## config.mk

```make
export PLATFORM = sky130hd
export DESIGN_NAME = coh_top
export DESIGN_NICKNAME = d
export VERILOG_FILES = /design/src/coh_pkg.sv /design/src/coh_frame.sv /design/src/coh_nibble.sv /design/src/coh_top.sv
export SDC_FILE = /design/constraint.sdc
export NUM_CORES = 1
export LEC_CHECK = 0
export ABC_AREA = 1
export BUFFER_PORTS_ARGS = -buffer_cell sky130_fd_sc_hd__buf_4
export CORE_MARGIN = 2
export CORE_UTILIZATION = 42
export CTS_CLUSTER_SIZE = 14
export DETAILED_ROUTE_END_ITERATION = 8
export PLACE_DENSITY_LB_ADDON = 0.05
export SETUP_SLACK_MARGIN = 0.3
export SKIP_LAST_GASP = 1
export SYNTH_ARGS = -nofsm -noshare
export SYNTH_HDL_FRONTEND = slang
export SYNTH_SLANG_ARGS = --single-unit
```

## constraint.sdc

```tcl
create_clock -name sys_clk -period 2.7 [get_ports sys_clk]
set_clock_uncertainty 0.05 [all_clocks]
set_input_delay 0.135 -clock sys_clk [delete_from_list [all_inputs] [get_ports sys_clk]]
set_output_delay 0.135 -clock sys_clk [all_outputs]
set_load 0.05 [all_outputs]
```

## src/coh_pkg.sv

```systemverilog
// package: constants, encodings and types for the oled host command front end
package coh_pkg;
  localparam logic [2:0] BUS_P68_8  = 3'h0;
  localparam logic [2:0] BUS_P80_8  = 3'h1;
  localparam logic [2:0] BUS_SPI4   = 3'h2;
  localparam logic [2:0] BUS_I2C_A  = 3'h3;
  localparam logic [2:0] BUS_P68_4  = 3'h4;
  localparam logic [2:0] BUS_P80_4  = 3'h5;
  localparam logic [2:0] BUS_SPI3   = 3'h6;
  localparam logic [2:0] BUS_I2C_B  = 3'h7;
  // register byte addresses
  localparam logic [3:0] ADR_CMD    = 4'h0;
  localparam logic [3:0] ADR_DATA   = 4'h4;
  localparam logic [3:0] ADR_STAT   = 4'h8;
  localparam logic [3:0] ADR_CUR    = 4'hc;
  // command register bit positions
  localparam int CMD_RD_BIT  = 8;
  localparam int CMD_ID_BIT  = 9;
  localparam int CMD_NIB_BIT = 10;
  // identity, value arbitrary
  localparam logic [5:0] ID_CODE    = 6'h2a;
  // reset values of the command state, and the line two address
  localparam logic [1:0] ENTRY_RST  = 2'h2;
  localparam logic [6:0] ADDR_RST   = 7'h00;
  localparam logic [6:0] ADDR_LINE2 = 7'h40;
  // timing
  localparam int INIT_TIME_US    = 50;
  localparam int CLK_MHZ         = 100;
  localparam int INIT_CYC        = INIT_TIME_US * CLK_MHZ;
  localparam int OSC_KHZ         = 400;
  localparam int DIV_RATIO       = 2;
  localparam int DISPLAY_CLOCK_CYC        = (CLK_MHZ * 1000 * DIV_RATIO) / OSC_KHZ;
  localparam int COM_WIDTH_DISPLAY_CLOCK  = 54;
  localparam int DISCH_DISPLAY_CLOCK      = 2;
  localparam int PRECH_DISPLAY_CLOCK      = 2;
  localparam int CMD_BUSY_CYC    = 4;
  typedef enum logic [1:0] {COH_INIT, COH_IDLE, COH_BUSY} coh_state_t;
  typedef enum logic [1:0] {COH_DISCH, COH_PRECH, COH_DRIVE} coh_phase_t;
endpackage

```

## src/coh_frame.sv

```systemverilog
// frame timing generator: display clock divider and common width phases
`timescale 1ns/10ps
module coh_frame
  import coh_pkg::*;
#(
  parameter int DISPLAY_CLOCK_DIV = DISPLAY_CLOCK_CYC,
  parameter int COM_W    = COM_WIDTH_DISPLAY_CLOCK
)(
  input  wire logic sys_clk,    // system clock
  input  wire logic rst,        // sync reset
  input  wire logic run,        // display is on
  output logic      display_clock_tick,  // one display clock pulse
  output coh_phase_t phase,     // phase within the common
  output logic [4:0] com_idx    // current common
);
  typedef struct packed
  {
    logic [15:0] div;
    logic [7:0]  cnt;
    logic [4:0]  com;
    logic        tick;
  } coh_fr_t;
  coh_fr_t st;
  coh_fr_t next_st;

  always_comb
  begin
    next_st = st;
    next_st.tick = 1'b0;
    if (!run)
    begin
      next_st = '0;
    end
    else if (st.div == 16'(DISPLAY_CLOCK_DIV - 1))
    begin
      next_st.div  = '0;
      next_st.tick = 1'b1;
      if (st.cnt == 8'(COM_W - 1))
      begin
        next_st.cnt = '0;
        next_st.com = st.com + 5'h01;
      end
      else
        next_st.cnt = st.cnt + 8'h01;
    end
    else
      next_st.div = st.div + 16'h0001;
  end

  always_ff @(posedge sys_clk)
  begin
    if (rst)
      st <= '0;
    else
      st <= next_st;
  end

  assign display_clock_tick = st.tick;
  assign com_idx   = st.com;
  always_comb
  begin
    if (st.cnt < 8'(DISCH_DISPLAY_CLOCK))
      phase = COH_DISCH;
    else if (st.cnt < 8'(DISCH_DISPLAY_CLOCK + PRECH_DISPLAY_CLOCK))
      phase = COH_PRECH;
    else
      phase = COH_DRIVE;
  end
endmodule

```

## src/coh_nibble.sv

```systemverilog
// nibble pairing for the 4-bit parallel bus
`timescale 1ns/10ps
module coh_nibble
  import coh_pkg::*;
(
  input  wire logic       sys_clk,   // system clock
  input  wire logic       rst,       // sync reset
  input  wire logic       clear,     // restart pairing
  input  wire logic       nib_in,    // a nibble arrives
  input  wire logic [3:0] nib,       // nibble value
  output logic            byte_out,  // full byte ready, one cycle
  output logic [7:0]      byte_val   // assembled byte
);
  typedef struct packed
  {
    logic       half;
    logic [3:0] hi;
    logic       vld;
    logic [7:0] val;
  } coh_nb_t;
  coh_nb_t st;
  coh_nb_t next_st;

  always_comb
  begin
    next_st = st;
    next_st.vld = 1'b0;
    if (clear)
      next_st.half = 1'b0;
    else if (nib_in)
    begin
      if (!st.half)
      begin
        next_st.hi   = nib;
        next_st.half = 1'b1;
      end
      else
      begin
        next_st.val  = {st.hi, nib};
        next_st.vld  = 1'b1;
        next_st.half = 1'b0;
      end
    end
  end

  always_ff @(posedge sys_clk)
  begin
    if (rst)
      st <= '0;
    else
      st <= next_st;
  end

  assign byte_out = st.vld;
  assign byte_val = st.val;
endmodule

```

## src/coh_top.sv

```systemverilog
// host command front end: strap decode, wishbone command port, command effects
`timescale 1ns/10ps
module coh_top
  import coh_pkg::*;
#(
  parameter int INIT_CYCLES = INIT_CYC
)(
  input  wire logic        sys_clk,                // system clock
  input  wire logic        rst,                    // sync reset, active high
  input  wire logic [2:0]  host_bus_select_straps, // bus select straps
  input  wire logic        wb_cyc_i,               // wishbone cycle
  input  wire logic        wb_stb_i,               // wishbone strobe
  input  wire logic        wb_we_i,                // wishbone write
  input  wire logic [3:0]  wb_adr_i,               // wishbone byte address
  input  wire logic [3:0]  wb_sel_i,               // wishbone byte lanes
  input  wire logic [31:0] wb_dat_i,               // wishbone write data
  output logic [31:0]      wb_dat_o,               // wishbone read data
  output logic             wb_ack_o,               // wishbone ack
  output logic             wb_err_o,               // unmapped address, read of data, or write to status or cursor
  output logic             busy,                   // command or init period in progress
  output logic             display_on,             // display enabled
  output logic             cursor_on,              // cursor shown
  output logic [6:0]       addr_counter,           // address counter
  output logic [6:0]       cursor_pos,             // visible cursor column
  output logic [6:0]       disp_shift,             // display shift offset
  output logic             data_we,                // ram write strobe
  output logic [7:0]       data_val,               // ram write data
  output logic [6:0]       data_addr,              // ram write address
  output logic             display_clock_tick,              // display clock tick
  output coh_phase_t       com_phase,              // common phase
  output logic [4:0]       com_idx                 // current common
);
  typedef struct packed
  {
    coh_state_t  fsm;
    logic [15:0] tmr;
    logic [2:0]  mode;
    logic        p4;
    logic        dl8;
    logic        two_line;
    logic        font;
    logic        disp;
    logic        curs;
    logic        blink;
    logic        inc;
    logic        shift;
    logic [6:0]  ac;
    logic [6:0]  sh;
    logic        ack;
    logic        err;
    logic [31:0] rdat;
    logic        we;
    logic [7:0]  wval;
    logic [6:0]  waddr;
  } coh_st_t;
  coh_st_t st;
  coh_st_t next_st;

  ////////////////////////////////////////////////////////////////////////////
  // strap decode

  function automatic logic is_par8(input logic [2:0] m);
    is_par8 = (m == BUS_P68_8) || (m == BUS_P80_8);
  endfunction

  function automatic logic is_par4(input logic [2:0] m);
    is_par4 = (m == BUS_P68_4) || (m == BUS_P80_4);
  endfunction

  ////////////////////////////////////////////////////////////////////////////
  // nibble path

  logic       req;
  logic       wr_cmd;
  logic       wr_dat;
  logic       nib_in;
  logic       pair_clr;
  logic       nb_vld;
  logic [7:0] nb_val;

  assign req      = wb_cyc_i && wb_stb_i && !st.ack && !st.err;
  assign wr_cmd   = req && wb_we_i && wb_adr_i == ADR_CMD && st.fsm == COH_IDLE;
  assign wr_dat   = req && wb_we_i && wb_adr_i == ADR_DATA && st.fsm == COH_IDLE;
  assign nib_in   = (wr_cmd || wr_dat) && st.p4 && wb_dat_i[CMD_NIB_BIT];
  assign pair_clr = st.fsm != COH_IDLE && !st.p4;

  coh_nibble u_nib
  (
    .sys_clk  (sys_clk),
    .rst      (rst),
    .clear    (pair_clr),
    .nib_in   (nib_in),
    .nib      (wb_dat_i[7:4]),
    .byte_out (nb_vld),
    .byte_val (nb_val)
  );

  logic nb_is_dat;
  always_ff @(posedge sys_clk)
  begin
    if (rst)
      nb_is_dat <= 1'b0;
    else if (nib_in)
      nb_is_dat <= wr_dat;
  end

  ////////////////////////////////////////////////////////////////////////////
  // command execution

  always_comb
  begin
    logic       ex_cmd;
    logic       ex_dat;
    logic [7:0] b;
    ex_cmd = 1'b0;
    ex_dat = 1'b0;
    b = 8'h00;
    next_st = st;
    next_st.ack = 1'b0;
    next_st.err = 1'b0;
    next_st.we  = 1'b0;
    if (st.fsm == COH_INIT)
    begin
      next_st.mode = host_bus_select_straps;
      next_st.p4   = is_par4(host_bus_select_straps);
      next_st.dl8  = !is_par4(host_bus_select_straps);
      next_st.disp = 1'b0;
      next_st.inc  = ENTRY_RST[1];
      next_st.shift = ENTRY_RST[0];
      next_st.ac   = ADDR_RST;
      next_st.sh   = ADDR_RST;
      if (st.tmr == 16'(INIT_CYCLES - 1))
        next_st.fsm = COH_IDLE;
      else
        next_st.tmr = st.tmr + 16'h0001;
    end
    else if (st.fsm == COH_BUSY)
    begin
      if (st.tmr == 16'(CMD_BUSY_CYC - 1))
        next_st.fsm = COH_IDLE;
      else
        next_st.tmr = st.tmr + 16'h0001;
    end
    if (req && !(wr_cmd || wr_dat) && wb_we_i && (wb_adr_i == ADR_CMD || wb_adr_i == ADR_DATA))
      next_st.ack = 1'b1; // writes while busy are dropped; host polls busy first
    else if (req && (wr_cmd || wr_dat))
    begin
      next_st.ack = 1'b1;
      if (st.p4 && wb_dat_i[CMD_NIB_BIT])
        ex_cmd = 1'b0;
      else if (st.p4 && wr_cmd && wb_dat_i[7:4] == 4'h2)
        ex_cmd = 1'b0;
      else
      begin
        ex_cmd = wr_cmd;
        ex_dat = wr_dat;
        b = wb_dat_i[7:0];
      end
    end
    else if (req && !wb_we_i)
    begin
      next_st.ack = 1'b1;
      if (wb_adr_i == ADR_CMD && wb_dat_i[CMD_ID_BIT] == 1'b0)
        next_st.rdat = {24'h0, 1'b0, !st.disp, ID_CODE};
      else if (wb_adr_i == ADR_STAT)
        next_st.rdat = {16'h0, 5'h0, st.mode, st.p4, st.fsm != COH_IDLE, 6'h0};
      else if (wb_adr_i == ADR_CUR)
        next_st.rdat = {17'h0, st.sh, st.fsm != COH_IDLE, st.ac};
      else if (wb_adr_i == ADR_CMD)
        next_st.rdat = {24'h0, 1'b0, !st.disp, ID_CODE};
      else
      begin
        next_st.ack = 1'b0;
        next_st.err = 1'b1;
      end
    end
    else if (req)
      next_st.err = 1'b1;
    if (nb_vld)
    begin
      ex_cmd = !nb_is_dat;
      ex_dat = nb_is_dat;
      b = nb_val;
    end
    if (ex_dat)
    begin
      next_st.we    = 1'b1;
      next_st.wval  = b;
      next_st.waddr = st.ac;
      next_st.ac    = st.inc ? st.ac + 7'h01 : st.ac - 7'h01;
      if (st.shift)
        next_st.sh = st.inc ? st.sh + 7'h01 : st.sh - 7'h01;
    end
    if (ex_cmd)
    begin
      next_st.fsm = COH_BUSY;
      next_st.tmr = '0;
      if (b[7])
        next_st.ac = b[6:0];
      else if (b[6])
        next_st.ac = {1'b0, b[5:0]};
      else if (b[5])
      begin
        next_st.dl8      = b[4];
        next_st.two_line = b[3];
        next_st.font     = b[2];
        if (is_par8(st.mode) && !b[4])
          next_st.p4 = 1'b1;
        else if (is_par8(st.mode))
          next_st.p4 = 1'b0;
      end
      else if (b[4])
      begin
        if (b[3])
          next_st.sh = b[2] ? st.sh - 7'h01 : st.sh + 7'h01;
        next_st.ac = b[2] ? st.ac + 7'h01 : st.ac - 7'h01;
      end
      else if (b[3])
      begin
        next_st.disp  = b[2];
        next_st.curs  = b[1];
        next_st.blink = b[0];
      end
      else if (b[2])
      begin
        next_st.inc   = b[1];
        next_st.shift = b[0];
      end
      else if (b[1])
      begin
        next_st.ac = ADDR_RST;
        next_st.sh = ADDR_RST;
      end
      else if (b[0])
      begin
        next_st.ac  = ADDR_RST;
        next_st.sh  = ADDR_RST;
        next_st.inc = 1'b1;
      end
      else
        next_st.fsm = COH_IDLE;
    end
  end

  always_ff @(posedge sys_clk)
  begin
    if (rst)
      st <= '0;
    else
      st <= next_st;
  end

  ////////////////////////////////////////////////////////////////////////////
  // outputs

  assign wb_ack_o     = st.ack;
  assign wb_err_o     = st.err;
  assign wb_dat_o     = st.rdat;
  assign busy         = st.fsm != COH_IDLE;
  assign display_on   = st.disp;
  assign cursor_on    = st.curs;
  assign addr_counter = st.ac;
  assign cursor_pos   = st.ac - st.sh;
  assign disp_shift   = st.sh;
  assign data_we      = st.we;
  assign data_val     = st.wval;
  assign data_addr    = st.waddr;

  coh_frame u_frame
  (
    .sys_clk   (sys_clk),
    .rst       (rst),
    .run       (st.disp),
    .display_clock_tick (display_clock_tick),
    .phase     (com_phase),
    .com_idx   (com_idx)
  );
endmodule

```

==> summary.txt, run 1 <==
Status
  • Status: completed

Power
  • Sequential share of power: 40.6%
  • Peak supply drop: 0.397 mV
  • Sw Pwr: 1000 uW
  • Comb power frac: 4.7%
  • Cell-internal power: 3330 uW
  • Pwr Density: 515 mW/mm^2
  • Clk pwr share: 54.7%
  • Net Sw Frac: 23.2%
  • Static Leakage: 0.00350 uW

Synth
  • Mux share of post-synthesis cell area: 0.141%
  • Simple-gate share of the synthesized area: 29.0%
  • Commonest cells in the netlist: nand2_1, dfxtp_1, inv_1
  • Count of cell types in the netlist: 54
  • Cell taking the most area after synthesis: dfxtp_1
  • Synth Area in Compound Gates: 14.5%
  • Post-Synthesis Cells: 1021
  • EDFF count, synth: 0
  • Most common cell in the netlist: nand2_1
  • Adder-cell share of the synthesized area: 2.92%
  • Synth Area per Inst: 6.96 um^2
  • Top FF cell, synth: dfxtp_1
  • Register area share after synthesis: 33.2%
  • Ys Warns: 0
  • Post-Syn Area: 0.00711 mm^2
  • Share of the synthesized area in the top cell type: 33.2%
  • Post-synthesis xor/xnor area fraction: 4.66%
  • #FFs+latches synth: 118
  • Largest family of logic cells by synthesized area: simple AND/OR/NAND/NOR gates
  • Asr flop ratio synth: 0%
  • Synth area leaders: dfxtp_1, nand2_1, buf_4

Global routing
  • Vias in the first global route: 6094
  • Pin count of the biggest net entering global routing: 30
  • Initial antenna violation count: 0
  • Total GRT Usage: 21.3%
  • Remaining Overflow, GRT: 0
  • First-pass GRT wire length: 30600 um

Finish
  • Reg area: 0.00237 mm^2
  • Area growth from synthesis to layout: 18.5%
  • Final Net Count: 1145
  • ANT cells: 0
  • Layout cells sized above 1: 18.5%
  • Footprint of the multi-input gates: 0.00378 mm^2
  • Fill count: 1714
  • Final instance area: 0.00843 mm^2

CTS
  • Clk slew on worst S/H paths: 0.06 ns
  • Clk root buf: clkbuf_16
  • H-Tree Depth: 4
  • Clk_lat worst skew: 0.42 ns
  • Clock sink count: 118
  • Clk buf depth: 2
  • CTS tree: done
  • CTS Buf Count: 17

Floorplan
  • Core region area: 0.0166 mm^2
  • Total die area: 0.0180 mm^2
  • Starting Density: 42.9%
  • I/O pin cnt: 130
  • Die X: 134 um
  • FP Rows: 47
  • Die height: 134 um

Min path
  • Hold crit path type: primary input to register
  • WHS Endpoint: wb_dat_o[5]$_SDFFE_PP0P_
  • Hold_sp: wb_adr_i[2]
  • Worst Hold Depth: 3

Worst setup path
  • Path depth of the worst reg2reg path: 10
  • Reg2Reg Setup Slack: 0.51 ns
  • Reg2reg end: disp_shift[1]$_SDFF_PP0_
  • Critical path cell sequence: inv_2 -> ha_2 -> fa_2 -> o21ai_2 -> a21oi_1 -> nor2_1 -> nor2_1 -> xor2_2 -> buf_6
  • Slowest cell on crit path: fa_2
  • Worst Path Buf+Inv: 2
  • Most common cell on crit path: nor2_1
  • Crit end category: output port
  • CP Data Required Time: 2.52 ns
  • Critical Setup Path Class: register to output port
  • Largest stage delay, worst path: 0.36 ns
  • Crit path launch type: register
  • FF-to-FF Start: wb_ack_o$_SDFF_PP0_
  • Crit path max fanout: 6
  • Worst endpoint data arrival time: 2.11 ns
  • Crit path max-delay family: adder cells

Placement
  • Place WS: 0.431 ns
  • Area after DPL: 0.00762 mm^2
  • Post-DP HPWL: 13800 um
  • Gpl congestion: 0.837
  • IO buf count: 85

Routing
  • Routed WL: 18800 um
  • Via/cell ratio: 4.93
  • Total iterations of the first detailed-routing run: 5
  • First-iteration detailed-routing DRC count: 313
  • Routed len/inst: 14.3 um
  • DRC Markers: 0
  • Post-route ant nets: 0
  • Via Count: 6472

STA
  • Slew Viols, Final: 0
  • Final hold viol count: 0
  • Worst setup margin: 0.400 ns
  • Setup TNS: 0 ns
  • Fmax: 435 MHz
  • Final period utilization: 85.2%
  • Final Setup Violations: 0
  • Fin crit period: 2.30 ns
  • RSZ-0062 raised after global routing: true

Run
  • Total of max-cap violations: 0
per-stage QoR:
| stage | std cells | total power [uW] | hold WS [ns] | utilization, % |
|---|---|---|---|---|
| floorplan | 1037 | 1950 | 0.188 | - |
| global placement | 1270 | 1990 | 0.333 | 46.0 |
| detailed placement | 1270 | 1990 | 0.326 | 46.0 |
| CTS | 1311 | 4380 | 0.00959 | 50.4 |
| global route | 1314 | 4480 | 0.0170 | 50.8 |
| finish | 1314 | 4340 | 0.0237 | 50.8 |
cell families after synthesis:
group / count (synthesis)
multiplexers: 1
XOR/XNOR: 37
other: 1
buffers and inverters: 217
adder cells (fa/ha/maj): 16
AND/OR/NAND/NOR: 448
AO/OA/AOI/OAI: 183
flip-flops: 118
power groups by stage:
stage / clock, uW / combinational, uW / sequential, uW
global route: 2500 / 218 / 1760
CTS: 2420 / 203 / 1760
finish: 2370 / 203 / 1760
global placement: 0 / 193 / 1800
floorplan: 0 / 154 / 1800
detailed placement: 0 / 192 / 1800
cell type report:
| cell class | instances | share of cell area, % |
|---|---|---|
| repair buffers | 119 | 10.9 |
| clock inverters | 11 | 1.75 |
| clock buffers | 21 | 5.58 |
| multi-input cells | 702 | 44.8 |
| well taps | 220 | 3.27 |
| flip-flops and latches | 118 | 28.1 |
| inverters | 123 | 5.52 |
tightest hold or removal path: stages:
cell and delay (ns):
buf_4 0.12, a21oi_1 0.07, a21oi_1 0.12
worst max-delay path by stage:
stage                                    start       endpoint  slack [ns]  cells after the start
floorplan           addr_counter[0]$_SDFF_PP0_  cursor_pos[4]        0.34                      5
global placement      disp_shift[3]$_SDFF_PP0_  cursor_pos[6]        0.47                      9
detailed placement    disp_shift[3]$_SDFF_PP0_  cursor_pos[6]        0.43                      9
CTS                   disp_shift[0]$_SDFF_PP0_  cursor_pos[6]        0.30                      8
global route          disp_shift[2]$_SDFF_PP0_  cursor_pos[5]        0.22                      9
finish              addr_counter[0]$_SDFF_PP0_  cursor_pos[6]        0.40                      9
layer usage:
layer / wire [um] / GRT usage (%)
met1: 8860 / 27.3
met2: 8870 / 35.7
met3: 837 / 4.84
met4: 261 / 6.96
met5: 0 / 0
registers in the layout, indices dropped and copies added, names as in the netlist, 5 cells and up:
name / cells
data_addr: 7
data_val: 8
u_frame.st: 24
disp_shift: 7
u_frame.com_idx: 5
u_nib.st: 5
u_nib.byte_val: 8
addr_counter: 7
st: 24
wb_dat_o: 15
repair_timing:
action	4_1_cts	5_1_grt
pin swaps	1	3
resized for setup	11	12
setup buffers	0	3
setup endpoints to repair	3	15
hold endpoints to repair	18	0
hold buffers	9	0
cells in the final DEF (no fill, tap or decap), types with 8 or more instances in the layout:
| cell | count |
|---|---|
| o21ai_0 | 61 |
| nand3_1 | 83 |
| nor2_1 | 104 |
| nand2_1 | 171 |
| xor2_1 | 32 |
| a21oi_1 | 80 |
| nor3_1 | 21 |
| dfxtp_1 | 113 |
| nor2_2 | 8 |
| conb_1 | 17 |
| dlygate4sd3_1 | 9 |
| nand4_1 | 22 |
| buf_4 | 109 |
| clkbuf_16 | 17 |
| ha_1 | 13 |
| inv_1 | 110 |
Note: power is estimated with default switching activity, not from simulation.
==> run 2: changes to the inputs <==
CORE_MARGIN = default   (was 2)
REMOVE_ABC_BUFFERS = 1   (was default)
==> run 2 against run 1 <==
First-iteration DRC count increased by 15%. Sequential cell count unchanged. Final cell count increased by 0.76%. Fmax decreased by 0.40%. Count of clock-buffer cells in the layout decreased by 1. Critical path depth unchanged. Worst hold slack got worse by 0.0023 ns. Core utilization increased by 0.45 points. Highest routed layer unchanged. Combinational power decreased by 4%. Cell area increased by 0.89%. Clock power decreased by 7%. Critical endpoint unchanged.
==> summary.txt, run 2 (same netlist as run 1, synthesis figures left out) <==
Routing
  • Routed len/inst: 14.2 um (-0.62%)
  • Post-route ant nets: 0 (unchanged)
  • Routed WL: 18900 um (+0.13%)
  • Total iterations of the first detailed-routing run: 5 (unchanged)
  • Via/cell ratio: 4.96 (+0.67%)
  • DRC Markers: 0 (unchanged)
  • Via Count: 6565 (+1.4%)
  • First-iteration detailed-routing DRC count: 359 (+15%)

Finish
  • ANT cells: 0 (unchanged)
  • Layout cells sized above 1: 19.6% (+1.1 points)
  • Fill count: 1699 (-0.88%)
  • Commonest non-fill, non-tap cell in the layout: nand2_1
  • Footprint of the multi-input gates: 0.00381 mm^2 (+0.83%)
  • Area growth from synthesis to layout: 19.6%
  • Final Core Density: 51.3% (+0.45 points)
  • Final Net Count: 1156 (+0.96%)
  • Final instance area: 0.00850 mm^2 (+0.89%)
  • Reg area: 0.00237 mm^2 (about the same)
  • Most frequent cells in the layout: nand2_1, buf_4, dfxtp_1, inv_1, nor2_1

CTS
  • CTS Buf Count: 17 (unchanged)
  • Clk root buf: clkbuf_16
  • CTS tree: done
  • Clk buf depth: 2 (unchanged)
  • Clk slew on worst S/H paths: 0.06 ns (about the same)
  • Clk_lat worst skew: 0.42 ns (about the same)
  • H-Tree Depth: 4 (unchanged)
  • Clock sink count: 118 (unchanged)

Worst setup path
  • CP Data Required Time: 2.52 ns (about the same)
  • Critical Setup Path Class: register to output port
  • Crit path max fanout: 6 (unchanged)
  • Crit path launch type: register
  • Worst endpoint data arrival time: 2.12 ns (about the same)
  • Crit end category: output port

Floorplan
  • Die height: 132 um (-1.5%)
  • Starting Density: 42.9% (unchanged)
  • Core region area: 0.0166 mm^2 (unchanged)
  • Die X: 132 um (-1.5%)
  • I/O pin cnt: 130 (unchanged)
  • Total die area: 0.0175 mm^2 (-3.0%)
  • FP Rows: 47 (unchanged)

Min path
  • Hold crit path type: primary input to register

Placement
  • Area after DPL: 0.00765 mm^2 (+0.36%)
  • IO buf count: 85 (unchanged)
  • Gpl congestion: 0.848 (+1.2%)
  • Post-DP HPWL: 13500 um (-2.1%)

Power
  • Peak supply drop: 0.440 mV (+11%)
  • Sequential share of power: 42.4% (+1.8 points)
  • Net Sw Frac: 23.5% (+0.30 points)
  • Total power: 4160 uW (-4.1%)
  • Comb power frac: 4.7% (about the same)
  • Sw Pwr: 976 uW (-2.9%)
  • Pwr Density: 489 mW/mm^2 (-4.9%)
  • Clk pwr share: 52.9% (-1.8 points)
  • Cell-internal power: 3190 uW (-4.5%)
  • Static Leakage: 0.00355 uW (+1.5%)

Status
  • Status: completed

Global routing
  • Pin count of the biggest net entering global routing: 38 (+27%)
  • Vias in the first global route: 6052 (-0.69%)
  • Global routing's busiest layer: met2
  • Initial antenna violation count: 0 (unchanged)
  • GRT met3 Usage: 4.31% (-0.53 points)
  • Met2 Usage GRT: 34.5% (-1.3 points)
  • First-pass GRT wire length: 30600 um (+0.16%)
  • Remaining Overflow, GRT: 0 (unchanged)
  • Global routing usage on met1: 30.2% (+2.9 points)
  • Total GRT Usage: 22.0% (+0.69 points)

STA
  • Final hold viol count: 0 (unchanged)
  • Setup TNS: 0 ns (unchanged)
  • Slew Viols, Final: 0 (unchanged)
  • Worst slew pin tran: 0.834 ns
  • Fin crit period: 2.31 ns (+0.00915 ns)
  • Final period utilization: 85.5% (+0.34 points)
  • Smallest hold slack: 0.0214 ns (-0.00233 ns)
  • RSZ-0062 raised after global routing: true
  • Fmax: 433 MHz (-0.40%)
  • Slew Limit Headroom: 44.3%
  • Final Setup Violations: 0 (unchanged)

Run
  • Total of max-cap violations: 0 (unchanged)
==> run 2: timing repair <==
action	in CTS	in global routing
pin swaps	0	8
endpoints found under the hold margin	15	0
hold buffers	8	0
setup endpoints to repair	3	25
gates resized for setup	9	23
setup buffers	0	10
cloned	0	1
==> run 2: final timing paths <==
path	cells past startpoint	slack, ns	start	end
setup reg to reg	12	0.43	wb_ack_o$_SDFF_PP0_	addr_counter[2]$_SDFF_PP0_
setup / recovery	9	0.39	addr_counter[0]$_SDFF_PP0_	cursor_pos[6]
hold reg to reg	2	0.40	u_nib.st[11]$_SDFFE_PP0P_	u_nib.st[11]$_SDFFE_PP0P_
hold / removal	3	0.02	wb_we_i	wb_err_o$_SDFF_PP0_
==> run 2: layout make-up <==
cell class	instances	area share, %
Tap cell	220	3.24
Timing Repair Buffer	129	11.8
Multi-Input combinational cell	703	44.8
Inverter	123	5.49
Clock inverter	11	1.50
Sequential cell	118	27.9
Clock buffer	20	5.25
==> run 2: metal layers <==
layer / wire (um) / share of wire, %
met1: 9350 / 50
met2: 8200 / 43
met5: 0 / 0
met3: 938 / 5.0
met4: 368 / 2.0
==> run 2: per-stage QoR <==
step	std cells	worst slack [ns]
5_1_grt	1324	0.256
3_3_place_gp	1274	0.405
4_1_cts	1313	0.260
3_5_place_dp	1274	0.396
2_1_floorplan	943	-0.271
6_report	1324	0.391
==> run 2: power by group through the flow <==
stage / sequential (uW) / combinational [uW] / clock, uW
2_1_floorplan: 1810 / 110 / 0
3_3_place_gp: 1800 / 184 / 0
3_5_place_dp: 1800 / 184 / 0
4_1_cts: 1760 / 193 / 2250
5_1_grt: 1760 / 210 / 2330
6_report: 1760 / 195 / 2200
==> run 2: worst max-delay path: stages (launching register included) <==
cell and delay (ns):
dfxtp_2 0.35, inv_4 0.06, ha_4 0.17, fa_2 0.37, o21ai_2 0.16, a21oi_1 0.09, nor2_1 0.09, nor2_1 0.06
xor2_1 0.15, buf_4 0.22
